<file path="config.mk">
export PLATFORM = sky130hd
export DESIGN_NAME = channel_fault_protection
export DESIGN_NICKNAME = d
export VERILOG_FILES = /design/src/hw/fault_prot_pkg.sv /design/src/hw/oc_filter_if.sv /design/src/hw/channel_fault_protection.sv /design/src/hw/oc_filter.sv
export SDC_FILE = /design/constraint.sdc
export NUM_CORES = 1
export LEC_CHECK = 0
export BUFFER_PORTS_ARGS = -buffer_cell sky130_fd_sc_hd__buf_4
export CORE_UTILIZATION = 52
export CTS_CLUSTER_SIZE = 25
export DETAILED_ROUTE_END_ITERATION = 12
export HOLD_SLACK_MARGIN = 0.12
export PLACE_DENSITY = 0.88
export SLEW_MARGIN = 15
export SYNTH_ARGS = -nofsm -noshare
export SYNTH_HDL_FRONTEND = slang
export SYNTH_SLANG_ARGS = --single-unit
</file>
<file path="constraint.sdc">
create_clock -name ref_clk_i -period 2.3 [get_ports ref_clk_i]
set_input_delay 0.23 -clock ref_clk_i [delete_from_list [all_inputs] [get_ports ref_clk_i]]
set_output_delay 0.23 -clock ref_clk_i [all_outputs]
set_load 0.02 [all_outputs]
</file>
<file path="src/hw/fault_prot_pkg.sv">
package fault_prot_pkg;
  // channel count and register bus shape
  localparam int NUM_CH = 2;
  localparam int ADDR_W = 4;
  localparam int DATA_W = 32;
  // overcurrent filter window in system clock cycles
  localparam int OC_FILT_MIN_CYC = 20;
  localparam int OC_FILT_MAX_CYC = 40;
  // chosen filter length, inside the window
  localparam logic [5:0] OC_FILT_CYC = 6'h1E;
  // setpoint width and zero value
  localparam int SP_W = 12;
  localparam logic [11:0] SP_ZERO = 12'h000;
  // register offsets (byte addresses)
  localparam logic [3:0] ADDR_DIAG = 4'h0;
  localparam logic [3:0] ADDR_SP0 = 4'h4;
  localparam logic [3:0] ADDR_SP1 = 4'h8;
  localparam logic [3:0] ADDR_MASK = 4'hC;
  // diagnosis field positions
  localparam int DIAG_OC_POS = 0;
  localparam int DIAG_OT_POS = 2;
  localparam int DIAG_OV_POS = 4;
  localparam int DIAG_CHARGE_PUMP_UNDERVOLTAGE_FLAG_POS = 5;
  localparam int DIAG_ON_POS = 8;
  // mask field positions and reset value
  localparam int MASK_CH_POS = 0;
  localparam logic [1:0] MASK_RST = 2'h3;
  // filter state type
  typedef enum logic [1:0] {
    FILT_IDLE,
    FILT_COUNT,
    FILT_TRIP
  } filt_state_t;
endpackage

</file>
<file path="src/hw/oc_filter_if.sv">
`timescale 1ns/1ps
// carries one channel's comparator level and qualified trip pulse
interface oc_filter_if;
  logic raw;
  logic arm;
  logic trip;
  modport ctrl (output raw, output arm, input trip);
  modport filt (input raw, input arm, output trip);
endinterface

</file>
<file path="src/hw/channel_fault_protection.sv">
// The implementer's own choices: the address map and strobed register access.
`timescale 1ns/1ps
module channel_fault_protection
  import fault_prot_pkg::*;
(
  input wire logic ref_clk_i, // 250 MHz system clock
  input wire logic sys_rst_i, // synchronous reset, high
  input wire logic clk_en_i, // clock enable
  input wire logic [fault_prot_pkg::NUM_CH-1:0] oc_cmp_i, // overcurrent comparators, async
  input wire logic [fault_prot_pkg::NUM_CH-1:0] ot_hot_i, // hot, drops after hysteresis
  input wire logic bat_ov_i, // battery overvoltage detector, async
  input wire logic cp_uv_i, // charge pump undervoltage, async
  input wire logic [fault_prot_pkg::ADDR_W-1:0] addr_i, // register address
  input wire logic [fault_prot_pkg::DATA_W-1:0] wdata_i, // write data
  input wire logic wr_i, // write strobe
  input wire logic rd_i, // read strobe
  output logic [fault_prot_pkg::DATA_W-1:0] rdata_o, // read data, cycle after strobe
  output logic [fault_prot_pkg::NUM_CH-1:0] ch_on_o, // channel enabled
  output logic [fault_prot_pkg::SP_W-1:0] sp0_o, // channel 0 setpoint
  output logic [fault_prot_pkg::SP_W-1:0] sp1_o, // channel 1 setpoint
  output logic fault_output_low_active_o, // open drain fault pin level
  output logic fault_oe_o // pin drive enable
);
  import fault_prot_pkg::*;

  // two-stage synchronisers for pin inputs
  logic [NUM_CH-1:0] oc_s1_r, oc_s2_r, ot_s1_r, ot_s2_r;
  logic ov_s1_r, ov_s2_r, uv_s1_r, uv_s2_r;
  always_ff @(posedge ref_clk_i) begin
    if (sys_rst_i) begin
      oc_s1_r <= '0;
      oc_s2_r <= '0;
      ot_s1_r <= '0;
      ot_s2_r <= '0;
      ov_s1_r <= 1'b0;
      ov_s2_r <= 1'b0;
      uv_s1_r <= 1'b0;
      uv_s2_r <= 1'b0;
    end else if (clk_en_i) begin
      oc_s1_r <= oc_cmp_i;
      oc_s2_r <= oc_s1_r;
      ot_s1_r <= ot_hot_i;
      ot_s2_r <= ot_s1_r;
      ov_s1_r <= bat_ov_i;
      ov_s2_r <= ov_s1_r;
      uv_s1_r <= cp_uv_i;
      uv_s2_r <= uv_s1_r;
    end
  end

  // state registers
  logic [NUM_CH-1:0] on_r, on_nxt;
  logic [SP_W-1:0] sp_r [NUM_CH], sp_nxt [NUM_CH];
  logic [NUM_CH-1:0] oc_flag_r, oc_flag_nxt, ot_flag_r, ot_flag_nxt;
  logic [NUM_CH-1:0] ot_lock_r, ot_lock_nxt;
  logic ov_flag_r, ov_flag_nxt, uv_flag_r, uv_flag_nxt, uv_lock_r, uv_lock_nxt;
  logic [1:0] mask_r, mask_nxt;
  logic [DATA_W-1:0] rdata_r, rdata_nxt;
  logic fault_r, fault_nxt;
  logic [NUM_CH-1:0] oc_trip;

  // per-channel overcurrent filters
  // filter instances
  for (genvar c = 0; c < NUM_CH; c++) begin : g_filt
    oc_filter_if fif ();
    assign fif.raw = oc_s2_r[c];
    assign fif.arm = on_r[c];
    assign oc_trip[c] = fif.trip;
    oc_filter u_filt (
      .ref_clk_i(ref_clk_i),
      .sys_rst_i(sys_rst_i),
      .clk_en_i(clk_en_i),
      .fi(fif)
    );
  end

  // decode setpoint address to channel
  function automatic logic sp_hit(input logic [ADDR_W-1:0] a, input int c);
    return (c == 0) ? (a == ADDR_SP0) : (a == ADDR_SP1);
  endfunction

  logic diag_rd;
  assign diag_rd = rd_i && (addr_i == ADDR_DIAG);

  // fault, setpoint and enable next state
  always_comb begin
    mask_nxt = mask_r;
    ov_flag_nxt = ov_flag_r;
    uv_flag_nxt = uv_flag_r;
    uv_lock_nxt = uv_lock_r;
    if (wr_i && addr_i == ADDR_MASK) begin
      mask_nxt = wdata_i[MASK_CH_POS +: 2];
    end
    if (diag_rd && !ov_s2_r) begin
      ov_flag_nxt = 1'b0;
    end
    if (ov_s2_r) begin
      ov_flag_nxt = 1'b1;
    end
    if (diag_rd && !uv_s2_r) begin
      uv_flag_nxt = 1'b0;
      uv_lock_nxt = 1'b0;
    end
    if (uv_s2_r) begin
      uv_flag_nxt = 1'b1;
      uv_lock_nxt = 1'b1;
    end
    for (int c = 0; c < NUM_CH; c++) begin
      on_nxt[c] = on_r[c];
      sp_nxt[c] = sp_r[c];
      oc_flag_nxt[c] = oc_flag_r[c];
      ot_flag_nxt[c] = ot_flag_r[c];
      ot_lock_nxt[c] = ot_lock_r[c];
      if (wr_i && sp_hit(addr_i, c)) begin
        sp_nxt[c] = wdata_i[SP_W-1:0];
        on_nxt[c] = (wdata_i[SP_W-1:0] != SP_ZERO);
      end
      if (diag_rd) begin
        oc_flag_nxt[c] = 1'b0;
      end
      // overtemperature clear needs read and cool
      if (diag_rd && !ot_s2_r[c]) begin
        ot_flag_nxt[c] = 1'b0;
      end
      // lock until temperature drops by hysteresis
      if (!ot_s2_r[c]) begin
        ot_lock_nxt[c] = 1'b0;
      end
      if (oc_trip[c]) begin
        oc_flag_nxt[c] = 1'b1;
        on_nxt[c] = 1'b0;
        sp_nxt[c] = SP_ZERO;
      end
      if (ot_s2_r[c]) begin
        ot_flag_nxt[c] = 1'b1;
        ot_lock_nxt[c] = 1'b1;
        on_nxt[c] = 1'b0;
        sp_nxt[c] = SP_ZERO;
      end
      if (ov_s2_r || uv_s2_r || uv_lock_nxt || ot_lock_r[c]) begin
        on_nxt[c] = 1'b0;
        sp_nxt[c] = SP_ZERO;
      end
    end
    fault_nxt = ov_flag_nxt || uv_flag_nxt ||
                (((oc_flag_nxt | ot_flag_nxt) & mask_nxt) != 2'h0);
  end

  // read mux, registered one cycle after strobe
  always_comb begin
    rdata_nxt = '0;
    if (rd_i) begin
      case (addr_i)
        ADDR_DIAG: begin
          rdata_nxt[DIAG_OC_POS +: 2] = oc_flag_r;
          rdata_nxt[DIAG_OT_POS +: 2] = ot_flag_r;
          rdata_nxt[DIAG_OV_POS] = ov_flag_r;
          rdata_nxt[DIAG_CHARGE_PUMP_UNDERVOLTAGE_FLAG_POS] = uv_flag_r;
          rdata_nxt[DIAG_ON_POS +: 2] = on_r;
        end
        ADDR_SP0: rdata_nxt[SP_W-1:0] = sp_r[0];
        ADDR_SP1: rdata_nxt[SP_W-1:0] = sp_r[1];
        ADDR_MASK: rdata_nxt[MASK_CH_POS +: 2] = mask_r;
        default: rdata_nxt = '0;
      endcase
    end
  end

  // register all state
  always_ff @(posedge ref_clk_i) begin
    if (sys_rst_i) begin
      on_r <= '0;
      sp_r[0] <= SP_ZERO;
      sp_r[1] <= SP_ZERO;
      oc_flag_r <= '0;
      ot_flag_r <= '0;
      ot_lock_r <= '0;
      ov_flag_r <= 1'b0;
      uv_flag_r <= 1'b0;
      uv_lock_r <= 1'b0;
      mask_r <= MASK_RST;
      rdata_r <= '0;
      fault_r <= 1'b0;
    end else if (clk_en_i) begin
      on_r <= on_nxt;
      sp_r[0] <= sp_nxt[0];
      sp_r[1] <= sp_nxt[1];
      oc_flag_r <= oc_flag_nxt;
      ot_flag_r <= ot_flag_nxt;
      ot_lock_r <= ot_lock_nxt;
      ov_flag_r <= ov_flag_nxt;
      uv_flag_r <= uv_flag_nxt;
      uv_lock_r <= uv_lock_nxt;
      mask_r <= mask_nxt;
      rdata_r <= rdata_nxt;
      fault_r <= fault_nxt;
    end
  end

  // outputs straight from flip-flops, except the fault pin level, which is tied low
  assign rdata_o = rdata_r;
  assign ch_on_o = on_r;
  assign sp0_o = sp_r[0];
  assign sp1_o = sp_r[1];
  assign fault_output_low_active_o = 1'b0; // pin only ever pulled low
  assign fault_oe_o = fault_r;
endmodule

</file>
<file path="src/hw/oc_filter.sv">
`timescale 1ns/1ps
module oc_filter
  import fault_prot_pkg::*;
(
  input wire logic ref_clk_i, // system clock
  input wire logic sys_rst_i, // synchronous reset
  input wire logic clk_en_i, // freezes state when low
  oc_filter_if.filt fi // comparator in, trip out
);
  filt_state_t state_r, state_nxt;
  logic [5:0] cnt_r, cnt_nxt;
  logic trip_r, trip_nxt;

  assign fi.trip = trip_r;

  // persistence counter, trips once after the filter length
  always_comb begin
    state_nxt = state_r;
    cnt_nxt = cnt_r;
    trip_nxt = 1'b0;
    case (state_r)
      FILT_IDLE: begin
        cnt_nxt = 6'h00;
        if (fi.raw && fi.arm) begin
          state_nxt = FILT_COUNT;
          cnt_nxt = 6'h01;
        end
      end
      FILT_COUNT: begin
        if (!fi.raw || !fi.arm) begin
          state_nxt = FILT_IDLE;
        end else if (cnt_r == OC_FILT_CYC - 6'h01) begin
          state_nxt = FILT_TRIP;
          trip_nxt = 1'b1;
        end else begin
          cnt_nxt = cnt_r + 6'h01;
        end
      end
      FILT_TRIP: begin
        if (!fi.raw || !fi.arm) begin
          state_nxt = FILT_IDLE;
        end
      end
      default: state_nxt = FILT_IDLE;
    endcase
  end

  // registers
  always_ff @(posedge ref_clk_i) begin
    if (sys_rst_i) begin
      state_r <= FILT_IDLE;
      cnt_r <= 6'h00;
      trip_r <= 1'b0;
    end else if (clk_en_i) begin
      state_r <= state_nxt;
      cnt_r <= cnt_nxt;
      trip_r <= trip_nxt;
    end
  end
endmodule

</file>
==> metrics.log, run 1 <==
INFO  metric status = finished clean
INFO  metric cell_area_power_density = 667 mW/mm^2
INFO  metric netlist_top_cells_area = sky130_fd_sc_hd__dfxtp_1 29%, sky130_fd_sc_hd__edfxtp_1 19%, sky130_fd_sc_hd__mux2i_1 6.3%
INFO  metric tritoncts.num_buffers = 9
INFO  metric starting_density = 54.8%
INFO  metric crit_end = sp_r[0][9]
INFO  metric drt.antenna.violating_nets = 0
INFO  metric largest_net_degree_at_the_start_of_global_routing = 43
INFO  metric timing.final.hold_violations = 0
INFO  metric hp-start = ot_hot_i[0]
INFO  metric power.internal = 0.00230 W
INFO  metric fin_total_pwr = 0.00307 W
INFO  metric tritoncts = built
INFO  metric count_of_flip_flops_with_a_built_in_enable_after_synthesis = 24
INFO  metric final_min_period_over_clock_period = 87.9%
INFO  metric dr.pass1.iters = 5
INFO  metric synth_compound_gate_area_share = 12.5%
INFO  metric grt_overflow = 0
INFO  metric cts.htree.levels = 3
INFO  metric critPathRequiredTime = 2270 ps
INFO  metric detail_route.vias_per_cell = 5.54
INFO  metric share_clk_of_total_power = 36.3%
INFO  metric share_comb_of_total_power = 13.1%
INFO  metric crit_path_cell_chain = a21boi_2 -> nor4b_2 -> a21oi_1
INFO  metric postSynth.asyncResetShare = 0%
INFO  metric syn_to_final_growth = 21.0%
INFO  metric num-nets-final = 510
INFO  metric fillCellCount = 534
INFO  metric crit_path_start_kind = register
INFO  metric critical_path_peak_fanout = 12
INFO  metric critical_path_arrival = 1990 ps
INFO  metric placedCellCount = 540
INFO  metric die_area = 0.00766 sq mm
INFO  metric sequentialPowerShare = 50.6%
INFO  metric first_global_vias = 2845
INFO  metric cp_slowest_cell = sky130_fd_sc_hd__a21oi_1
INFO  metric seqCellArea = 0.00184 sq mm
INFO  metric placement.io_buffers = 65
INFO  metric vdd_drop_max = 0.445 mV
INFO  metric setup.reg_to_reg.worst_slack = 280 ps
INFO  metric top_layer_used = met4
INFO  metric timing.setup.tns = 0 ps
INFO  metric initialDrtViolationCount = 224
INFO  metric regToRegEndpoint = sp_r[0][9]
INFO  metric synth_seq_area_share = 48.4%
INFO  metric ff2ff_path_depth = 3
INFO  metric detailedPlacementHpwl = 6230 um
INFO  metric routed-wl-met2 = 4090 um
INFO  metric syn-instance-count = 385
INFO  metric syn_area = 0.00380 sq mm
INFO  metric number_of_design_rule_violations_left_after_detail_routing = 0
INFO  metric dpl_worst_slack = 45.1 ps
INFO  metric final_cell_count_no_fill = 560
INFO  metric post-route-min-period = 2020 ps
INFO  metric ctsRootBufferMaster = sky130_fd_sc_hd__clkbuf_8
INFO  metric grt_util_all_layers = 23.5%
INFO  metric max_capacitance_violation_count = 0
INFO  metric finalMaxSlewViolations = 0
INFO  metric yosys.area_share.simple = 22.4%
INFO  metric synth_mux_area_share = 8.00%
INFO  metric timing_limited_maximum_frequency = 495 MHz
INFO  metric post_drt_wl_per_cell = 15.2 um
INFO  metric vias = 3102
INFO  metric switching_fraction_of_total_power = 24.9%
INFO  metric layout-drive-gt1-share = 22.4%
INFO  metric cts_post_setup_buffers_inserted = 0
INFO  metric std_cell_rows = 30
INFO  metric worst_setup_path_end_kind = register
INFO  metric grt_setup_unrepaired = no
INFO  metric synth.avg_cell_area = 9.88 sq um
INFO  metric synthAdderAreaFrac = 1.32%
INFO  metric setup-violations-final = 0
INFO  metric relSlewSlack = 20.7%
INFO  metric synth_flop_cell = sky130_fd_sc_hd__dfxtp_1
INFO  metric synth.largest_area_cell = sky130_fd_sc_hd__dfxtp_1
INFO  metric met3_wirelength_from_detailed_routing = 422 um
INFO  metric core_area = 0.00694 sq mm
INFO  metric antenna_diode_count = 0
INFO  metric fp.dieW = 87.5 um
INFO  metric synth-seq-cells = 80
INFO  metric fp.dieH = 87.5 um
INFO  metric path_class = reg2reg
INFO  metric postLayoutSetupSlackWorst = 279 ps
INFO  metric cpLargestDelayFamily = compound AO/OA/AOI/OAI gates
INFO  metric multi_input_comb_area = 0.00177 sq mm
INFO  metric cp_num_buf_inv = 0
INFO  metric clk_pin_slew = 70 ps
INFO  metric final_worst_clock_skew = 13.3 ps
INFO  metric synth_largest_type_area_fraction = 29.5%
INFO  metric synth_xor_area_share = 0.230%
INFO  metric worstHoldPathType = in2reg
INFO  metric p_sw = 0.000764 W
INFO  metric gp_routability_congestion = 0.844
INFO  metric cts_buffer_depth = 2
INFO  metric critical-path-max-stage-delay = 940 ps
INFO  metric r2r-start = uv_lock_r
INFO  metric worst_setup_path_startpoint = uv_lock_r
INFO  metric synth-warning-count = 0
INFO  metric total_i_o_pin_count = 107
INFO  metric grt_first_pass_wirelength = 13700 um
INFO  metric met1_length = 3800 um
INFO  metric antenna_found_initial = 0
INFO  metric levels_on_crit_path = 3
INFO  metric count_of_unique_library_cells_instantiated_by_yosys = 59
INFO  metric finalWirelength = 8530 um
INFO  metric power_leakage = 1.93 nW
INFO  metric synth_top_family_by_area = simple AND/OR/NAND/NOR gates
INFO  metric cts_num_sinks = 80
INFO  metric worst_skew_pair_later_pin_latency = 360 ps
INFO  metric worst_slew_pin_slew = 1190 ps
-- registers in the layout, indices dropped and copies added (netlist names), 4 cells and up --
register and cells:
g_filt.u_filt.cnt_r 12, rdata_o 12, g_filt.u_filt.state_r 4, sp_r 24
-- placed cells by master, fill, tap and decap left out, types with 3 or more instances in the layout --
master / synthesis / layout
sky130_fd_sc_hd__dfxtp_1: 56 / 56
sky130_fd_sc_hd__and2_1: 24 / 24
sky130_fd_sc_hd__nor4_1: 4 / 4
sky130_fd_sc_hd__and3_1: 4 / 4
sky130_fd_sc_hd__buf_4: 24 / 79
sky130_fd_sc_hd__inv_1: 3 / 3
sky130_fd_sc_hd__nand3_1: 7 / 7
sky130_fd_sc_hd__nand2b_1: 6 / 6
sky130_fd_sc_hd__dlygate4sd3_1: 0 / 4
sky130_fd_sc_hd__nand2_1: 38 / 38
sky130_fd_sc_hd__a22oi_1: 8 / 8
sky130_fd_sc_hd__and3b_1: 3 / 3
sky130_fd_sc_hd__or3_1: 4 / 4
sky130_fd_sc_hd__nor3_1: 4 / 4
sky130_fd_sc_hd__a21boi_0: 5 / 5
sky130_fd_sc_hd__edfxtp_1: 24 / 24
sky130_fd_sc_hd__a31oi_1: 3 / 3
sky130_fd_sc_hd__o21ai_0: 14 / 14
sky130_fd_sc_hd__mux2i_1: 24 / 24
sky130_fd_sc_hd__a21oi_1: 22 / 22
sky130_fd_sc_hd__conb_1: 1 / 21
sky130_fd_sc_hd__nand3b_1: 3 / 3
sky130_fd_sc_hd__nand4_1: 9 / 9
sky130_fd_sc_hd__ha_1: 4 / 4
sky130_fd_sc_hd__clkbuf_8: 0 / 11
sky130_fd_sc_hd__nor2_1: 34 / 34
-- power by group through the flow --
| stage | Sequential [W] | Clock (W) | Combinational [W] |
|---|---|---|---|
| 5_1_grt | 0.00156 | 0.00119 | 0.000428 |
| 6_report | 0.00155 | 0.00111 | 0.000401 |
| 2_1_floorplan | 0.00163 | 0 | 0.000208 |
| 3_3_place_gp | 0.00158 | 0 | 0.000381 |
| 4_1_cts | 0.00155 | 0.00113 | 0.000398 |
| 3_5_place_dp | 0.00158 | 0 | 0.000390 |
-- cell usage after synthesis (3+ instances only) --
library cell,number
sky130_fd_sc_hd__nor3_1,4
sky130_fd_sc_hd__and3_1,4
sky130_fd_sc_hd__and2_1,24
sky130_fd_sc_hd__or3_1,4
sky130_fd_sc_hd__a21boi_0,5
sky130_fd_sc_hd__nand2b_1,6
sky130_fd_sc_hd__nand3_1,7
sky130_fd_sc_hd__clkbuf_1,12
sky130_fd_sc_hd__ha_1,4
sky130_fd_sc_hd__nor2_1,34
sky130_fd_sc_hd__a31oi_1,3
sky130_fd_sc_hd__and3b_1,3
sky130_fd_sc_hd__mux2i_1,24
sky130_fd_sc_hd__dfxtp_1,56
sky130_fd_sc_hd__a21oi_1,22
sky130_fd_sc_hd__nand2_1,38
sky130_fd_sc_hd__a22oi_1,8
sky130_fd_sc_hd__nor4_1,4
sky130_fd_sc_hd__o21ai_0,14
sky130_fd_sc_hd__buf_4,24
sky130_fd_sc_hd__edfxtp_1,24
sky130_fd_sc_hd__nand4_1,9
sky130_fd_sc_hd__inv_1,3
sky130_fd_sc_hd__nand3b_1,3
-- worst min path at each step --
stage	endpoint	slack, ps	cells after the start
5_1_grt	oc_flag_r[0]	130	2
2_1_floorplan	mask_r[0]	360	2
3_3_place_gp	rdata_o[10]	440	2
4_1_cts	ot_flag_r[0]	120	2
3_5_place_dp	rdata_o[2]	450	2
6_report	ot_s1_r[0]	130	3
-- cell type report --
class,instances,area share (%)
inverters,4,0.326
clock buffers,14,4.00
flip-flops and latches,80,40.0
clock inverters,2,0.762
repair buffers,83,13.8
multi-input cells,281,38.5
well taps,96,2.61
-- timing repair --
item,4_1_cts,5_1_grt
endpoints found under the hold margin,4,0
hold buffers,4,0
endpoints found under the setup margin,0,0
gates resized for setup,0,0
-- cell families (layout without fill, tap and decap cells) --
| logic type | after synthesis | in the layout |
|---|---|---|
| simple gates | 156 | 156 |
| flops | 80 | 80 |
| compound gates | 72 | 72 |
| buf+inv | 44 | 103 |
| mux | 27 | 27 |
| fa+ha+maj | 4 | 4 |
| other cells | 1 | 21 |
| xor+xnor | 1 | 1 |
-- routing by layer --
metal | GRT usage (%) | vias up
li1 | - | 1493
met1 | 31.1 | 1477
met2 | 37.6 | 114
met3 | 5.02 | 18
met4 | 9.84 | 0
met5 | 0 | -
-- metrics by stage --
step	utilization [%]	hold slack [ps]	area, sq um
floorplan	-	359	3880
global placement	62.5	441	4340
detailed placement	62.5	445	4340
CTS	66.2	123	4600
global route	66.2	130	4600
finish	66.2	131	4600
-- worst register-to-register path, delay by kind of cell, from the launching register on --
| family | cells | cell delay, ps |
|---|---|---|
| AOI/OAI and AO/OA | 2 | 1200 |
| DFF | 1 | 350 |
| and+or+nand+nor | 1 | 100 |
Power figures use the tool's default switching activity.
==> inputs of run 2 (changes only) <==
--- a/config.mk
+++ b/config.mk
@@ -9,8 +9,10 @@
 export CORE_UTILIZATION = 52
 export CTS_CLUSTER_SIZE = 25
 export DETAILED_ROUTE_END_ITERATION = 12
+export GPL_ROUTABILITY_DRIVEN = 0
 export HOLD_SLACK_MARGIN = 0.12
 export PLACE_DENSITY = 0.88
+export SETUP_SLACK_MARGIN = 0.4
 export SLEW_MARGIN = 15
 export SYNTH_ARGS = -nofsm -noshare
 export SYNTH_HDL_FRONTEND = slang
==> metrics.log, run 2 (synthesized netlist as in run 1, its figures left out) <==
INFO  metric antenna_diode_count = 0 (unchanged)
INFO  metric timing.final.hold_violations = 0 (unchanged)
INFO  metric placedCellCount = 540 (unchanged)
INFO  metric worstHoldPathType = in2reg
INFO  metric largest_net_degree_at_the_start_of_global_routing = 43 (unchanged)
INFO  metric finalMaxSlewViolations = 0 (unchanged)
INFO  metric ctsRootBufferMaster = sky130_fd_sc_hd__clkbuf_8
INFO  metric mostFrequentLayoutCells = 79 x sky130_fd_sc_hd__buf_4, 56 x sky130_fd_sc_hd__dfxtp_1, 38 x sky130_fd_sc_hd__nand2_1
INFO  metric drt.antenna.violating_nets = 0 (unchanged)
INFO  metric grt_setup_unrepaired = no
INFO  metric post_drt_wl_per_cell = 15.4 um (+1.4%)
INFO  metric antenna_found_initial = 0 (unchanged)
INFO  metric starting_density = 54.8% (unchanged)
INFO  metric fin_area = 0.00462 sq mm (+0.44%)
INFO  metric top_usage_layer = met2
INFO  metric worst_slew_pin_slew = 718 ps (-472 ps)
INFO  metric fp.dieW = 87.5 um (unchanged)
INFO  metric grt.met2_usage = 37.7% (+0.14 points)
INFO  metric final_cell_count_no_fill = 560 (unchanged)
INFO  metric critPathRequiredTime = 2550 ps (+280 ps)
INFO  metric dr.pass1.iters = 5 (unchanged)
INFO  metric path_class = reg2reg
INFO  metric largest_register = sp_r
INFO  metric worst_skew_pair_later_pin_latency = 360 ps (about the same)
INFO  metric power_leakage = 1.93 nW (about the same)
INFO  metric crit_path_start_kind = register
INFO  metric fp.dieH = 87.5 um (unchanged)
INFO  metric final_worst_clock_skew = 13.5 ps (+0.196 ps)
INFO  metric core_area = 0.00694 sq mm (unchanged)
INFO  metric dpl_cell_area = 0.00434 sq mm (unchanged)
INFO  metric first_global_vias = 2837 (-0.28%)
INFO  metric global_route_track_usage_on_met1 = 31.1% (unchanged)
INFO  metric clk_pin_slew = 80 ps (about the same)
INFO  metric critical_path_peak_fanout = 9 (-3)
INFO  metric max_capacitance_violation_count = 0 (unchanged)
INFO  metric num-nets-final = 510 (unchanged)
INFO  metric grtUsageMet3 = 5.02% (unchanged)
INFO  metric grt_overflow = 0 (unchanged)
INFO  metric std_cell_rows = 30 (unchanged)
INFO  metric cp_num_buf_inv = 1 (+1)
INFO  metric status = finished clean
INFO  metric cts.htree.levels = 3 (unchanged)
INFO  metric cts_num_sinks = 80 (unchanged)
INFO  metric layout-drive-gt1-share = 22.8% (+0.43 points)
INFO  metric tritoncts.num_buffers = 9 (unchanged)
INFO  metric final_min_period_over_clock_period = 78.9% (-9.0 points)
INFO  metric cts_buffer_depth = 2 (unchanged)
INFO  metric cpLargestDelayFamily = compound AO/OA/AOI/OAI gates
INFO  metric cts_post_setup_buffers_inserted = 0 (unchanged)
INFO  metric cp_slowest_cell = sky130_fd_sc_hd__a221oi_4
INFO  metric vias = 3137 (+1.1%)
INFO  metric ff2ff_path_depth = 6 (+3)
INFO  metric detail_route.vias_per_cell = 5.60 (+1.1%)
INFO  metric post-route-min-period = 1810 ps (-207 ps)
INFO  metric dpl_worst_slack = 45.1 ps (unchanged)
INFO  metric setup-violations-final = 0 (unchanged)
INFO  metric grt_first_pass_wirelength = 13800 um (+0.15%)
INFO  metric timing_limited_maximum_frequency = 551 MHz (+11%)
INFO  metric vdd_drop_max = 0.447 mV (+0.42%)
INFO  metric relSlewSlack = 52.1% (+31 points)
INFO  metric placement.io_buffers = 65 (unchanged)
INFO  metric tritoncts = built
INFO  metric mostFrequentLayoutCell = sky130_fd_sc_hd__buf_4
INFO  metric postLayoutSetupSlackWorst = 486 ps (+207 ps)
INFO  metric crit_path_cell_chain = inv_1 -> ha_1 -> and3b_1 -> a221oi_4 -> a21boi_0 -> o21a_1
INFO  metric hold-worst-slack = 130 ps (-1.52 ps)
INFO  metric timing.setup.tns = 0 ps (unchanged)
INFO  metric finalWirelength = 8650 um (+1.4%)
INFO  metric total_i_o_pin_count = 107 (unchanged)
INFO  metric initialDrtViolationCount = 212 (-5.4%)
INFO  metric critical-path-max-stage-delay = 470 ps (-470 ps)
INFO  metric number_of_design_rule_violations_left_after_detail_routing = 0 (unchanged)
INFO  metric die_area = 0.00766 sq mm (unchanged)
INFO  metric levels_on_crit_path = 6 (+3)
INFO  metric syn_to_final_growth = 21.5%
INFO  metric detailedPlacementHpwl = 6230 um (unchanged)
INFO  metric worst_setup_path_end_kind = register
INFO  metric grt_util_all_layers = 23.6% (+0.040 points)
INFO  metric whs_path_depth = 3 (unchanged)
INFO  metric largest_reg_flops = 24 (unchanged)
INFO  metric critical_path_arrival = 2060 ps (+70 ps)
INFO  metric cell_area_power_density = 665 mW/mm^2 (-0.31%)
## run 2: layer usage
layer  vias up  routed length, um
met5         -                  0
met4         0                 74
met3         8                529
met2       118               4270
met1      1516               3770
li1       1495                  -
## run 2: power by group
part | internal, W | switching [W] | leakage (nW)
Clock | 0.000626 | 0.000489 | 0.112
Sequential | 0.00151 | 0.0000361 | 0.706
Combinational | 0.000162 | 0.000242 | 1.11
## run 2: worst paths after layout
| kind | slack (ps) | from | end |
|---|---|---|---|
| hold / removal | 130 | wdata_i[1] | mask_r[1] |
| hold reg to reg | 460 | rdata_o[2] | rdata_o[2] |
| setup reg to reg | 490 | g_filt[1].u_filt.cnt_r[1] | g_filt[1].u_filt.cnt_r[2] |
| setup / recovery | 490 | g_filt[1].u_filt.cnt_r[1] | g_filt[1].u_filt.cnt_r[2] |
## run 2: worst reg2reg max path, stage by stage, from the launching register on
cell and delay (ps):
sky130_fd_sc_hd__dfxtp_1 420, sky130_fd_sc_hd__inv_1 70, sky130_fd_sc_hd__ha_1 200, sky130_fd_sc_hd__and3b_1 200, sky130_fd_sc_hd__a221oi_4 470, sky130_fd_sc_hd__a21boi_0 160, sky130_fd_sc_hd__o21a_1 200
## run 2: cell type report
cell class	instances	area, sq um
Tap cell	96	120
Inverter	4	15.0
Timing Repair Buffer	83	633
Fill cell	534	2320
Multi-Input combinational cell	281	1790
Clock inverter	2	35.0
Clock buffer	14	184
Sequential cell	80	1840
## run 2: what timing repair did
| item | 4_1_cts | 5_1_grt |
|---|---|---|
| endpoints found under the setup margin | 12 | 7 |
| hold buffers | 4 | 0 |
| endpoints found under the hold margin | 4 | 0 |
| pin swaps | 0 | 0 |
| resized for setup | 1 | 2 |
## run 2: stage by stage
stage | utilization (%) | power (W)
4_1_cts | 66.3 | 0.00307
3_5_place_dp | 62.5 | 0.00197
6_report | 66.5 | 0.00307
2_1_floorplan | - | 0.00183
3_3_place_gp | 62.5 | 0.00196
5_1_grt | 66.5 | 0.00318
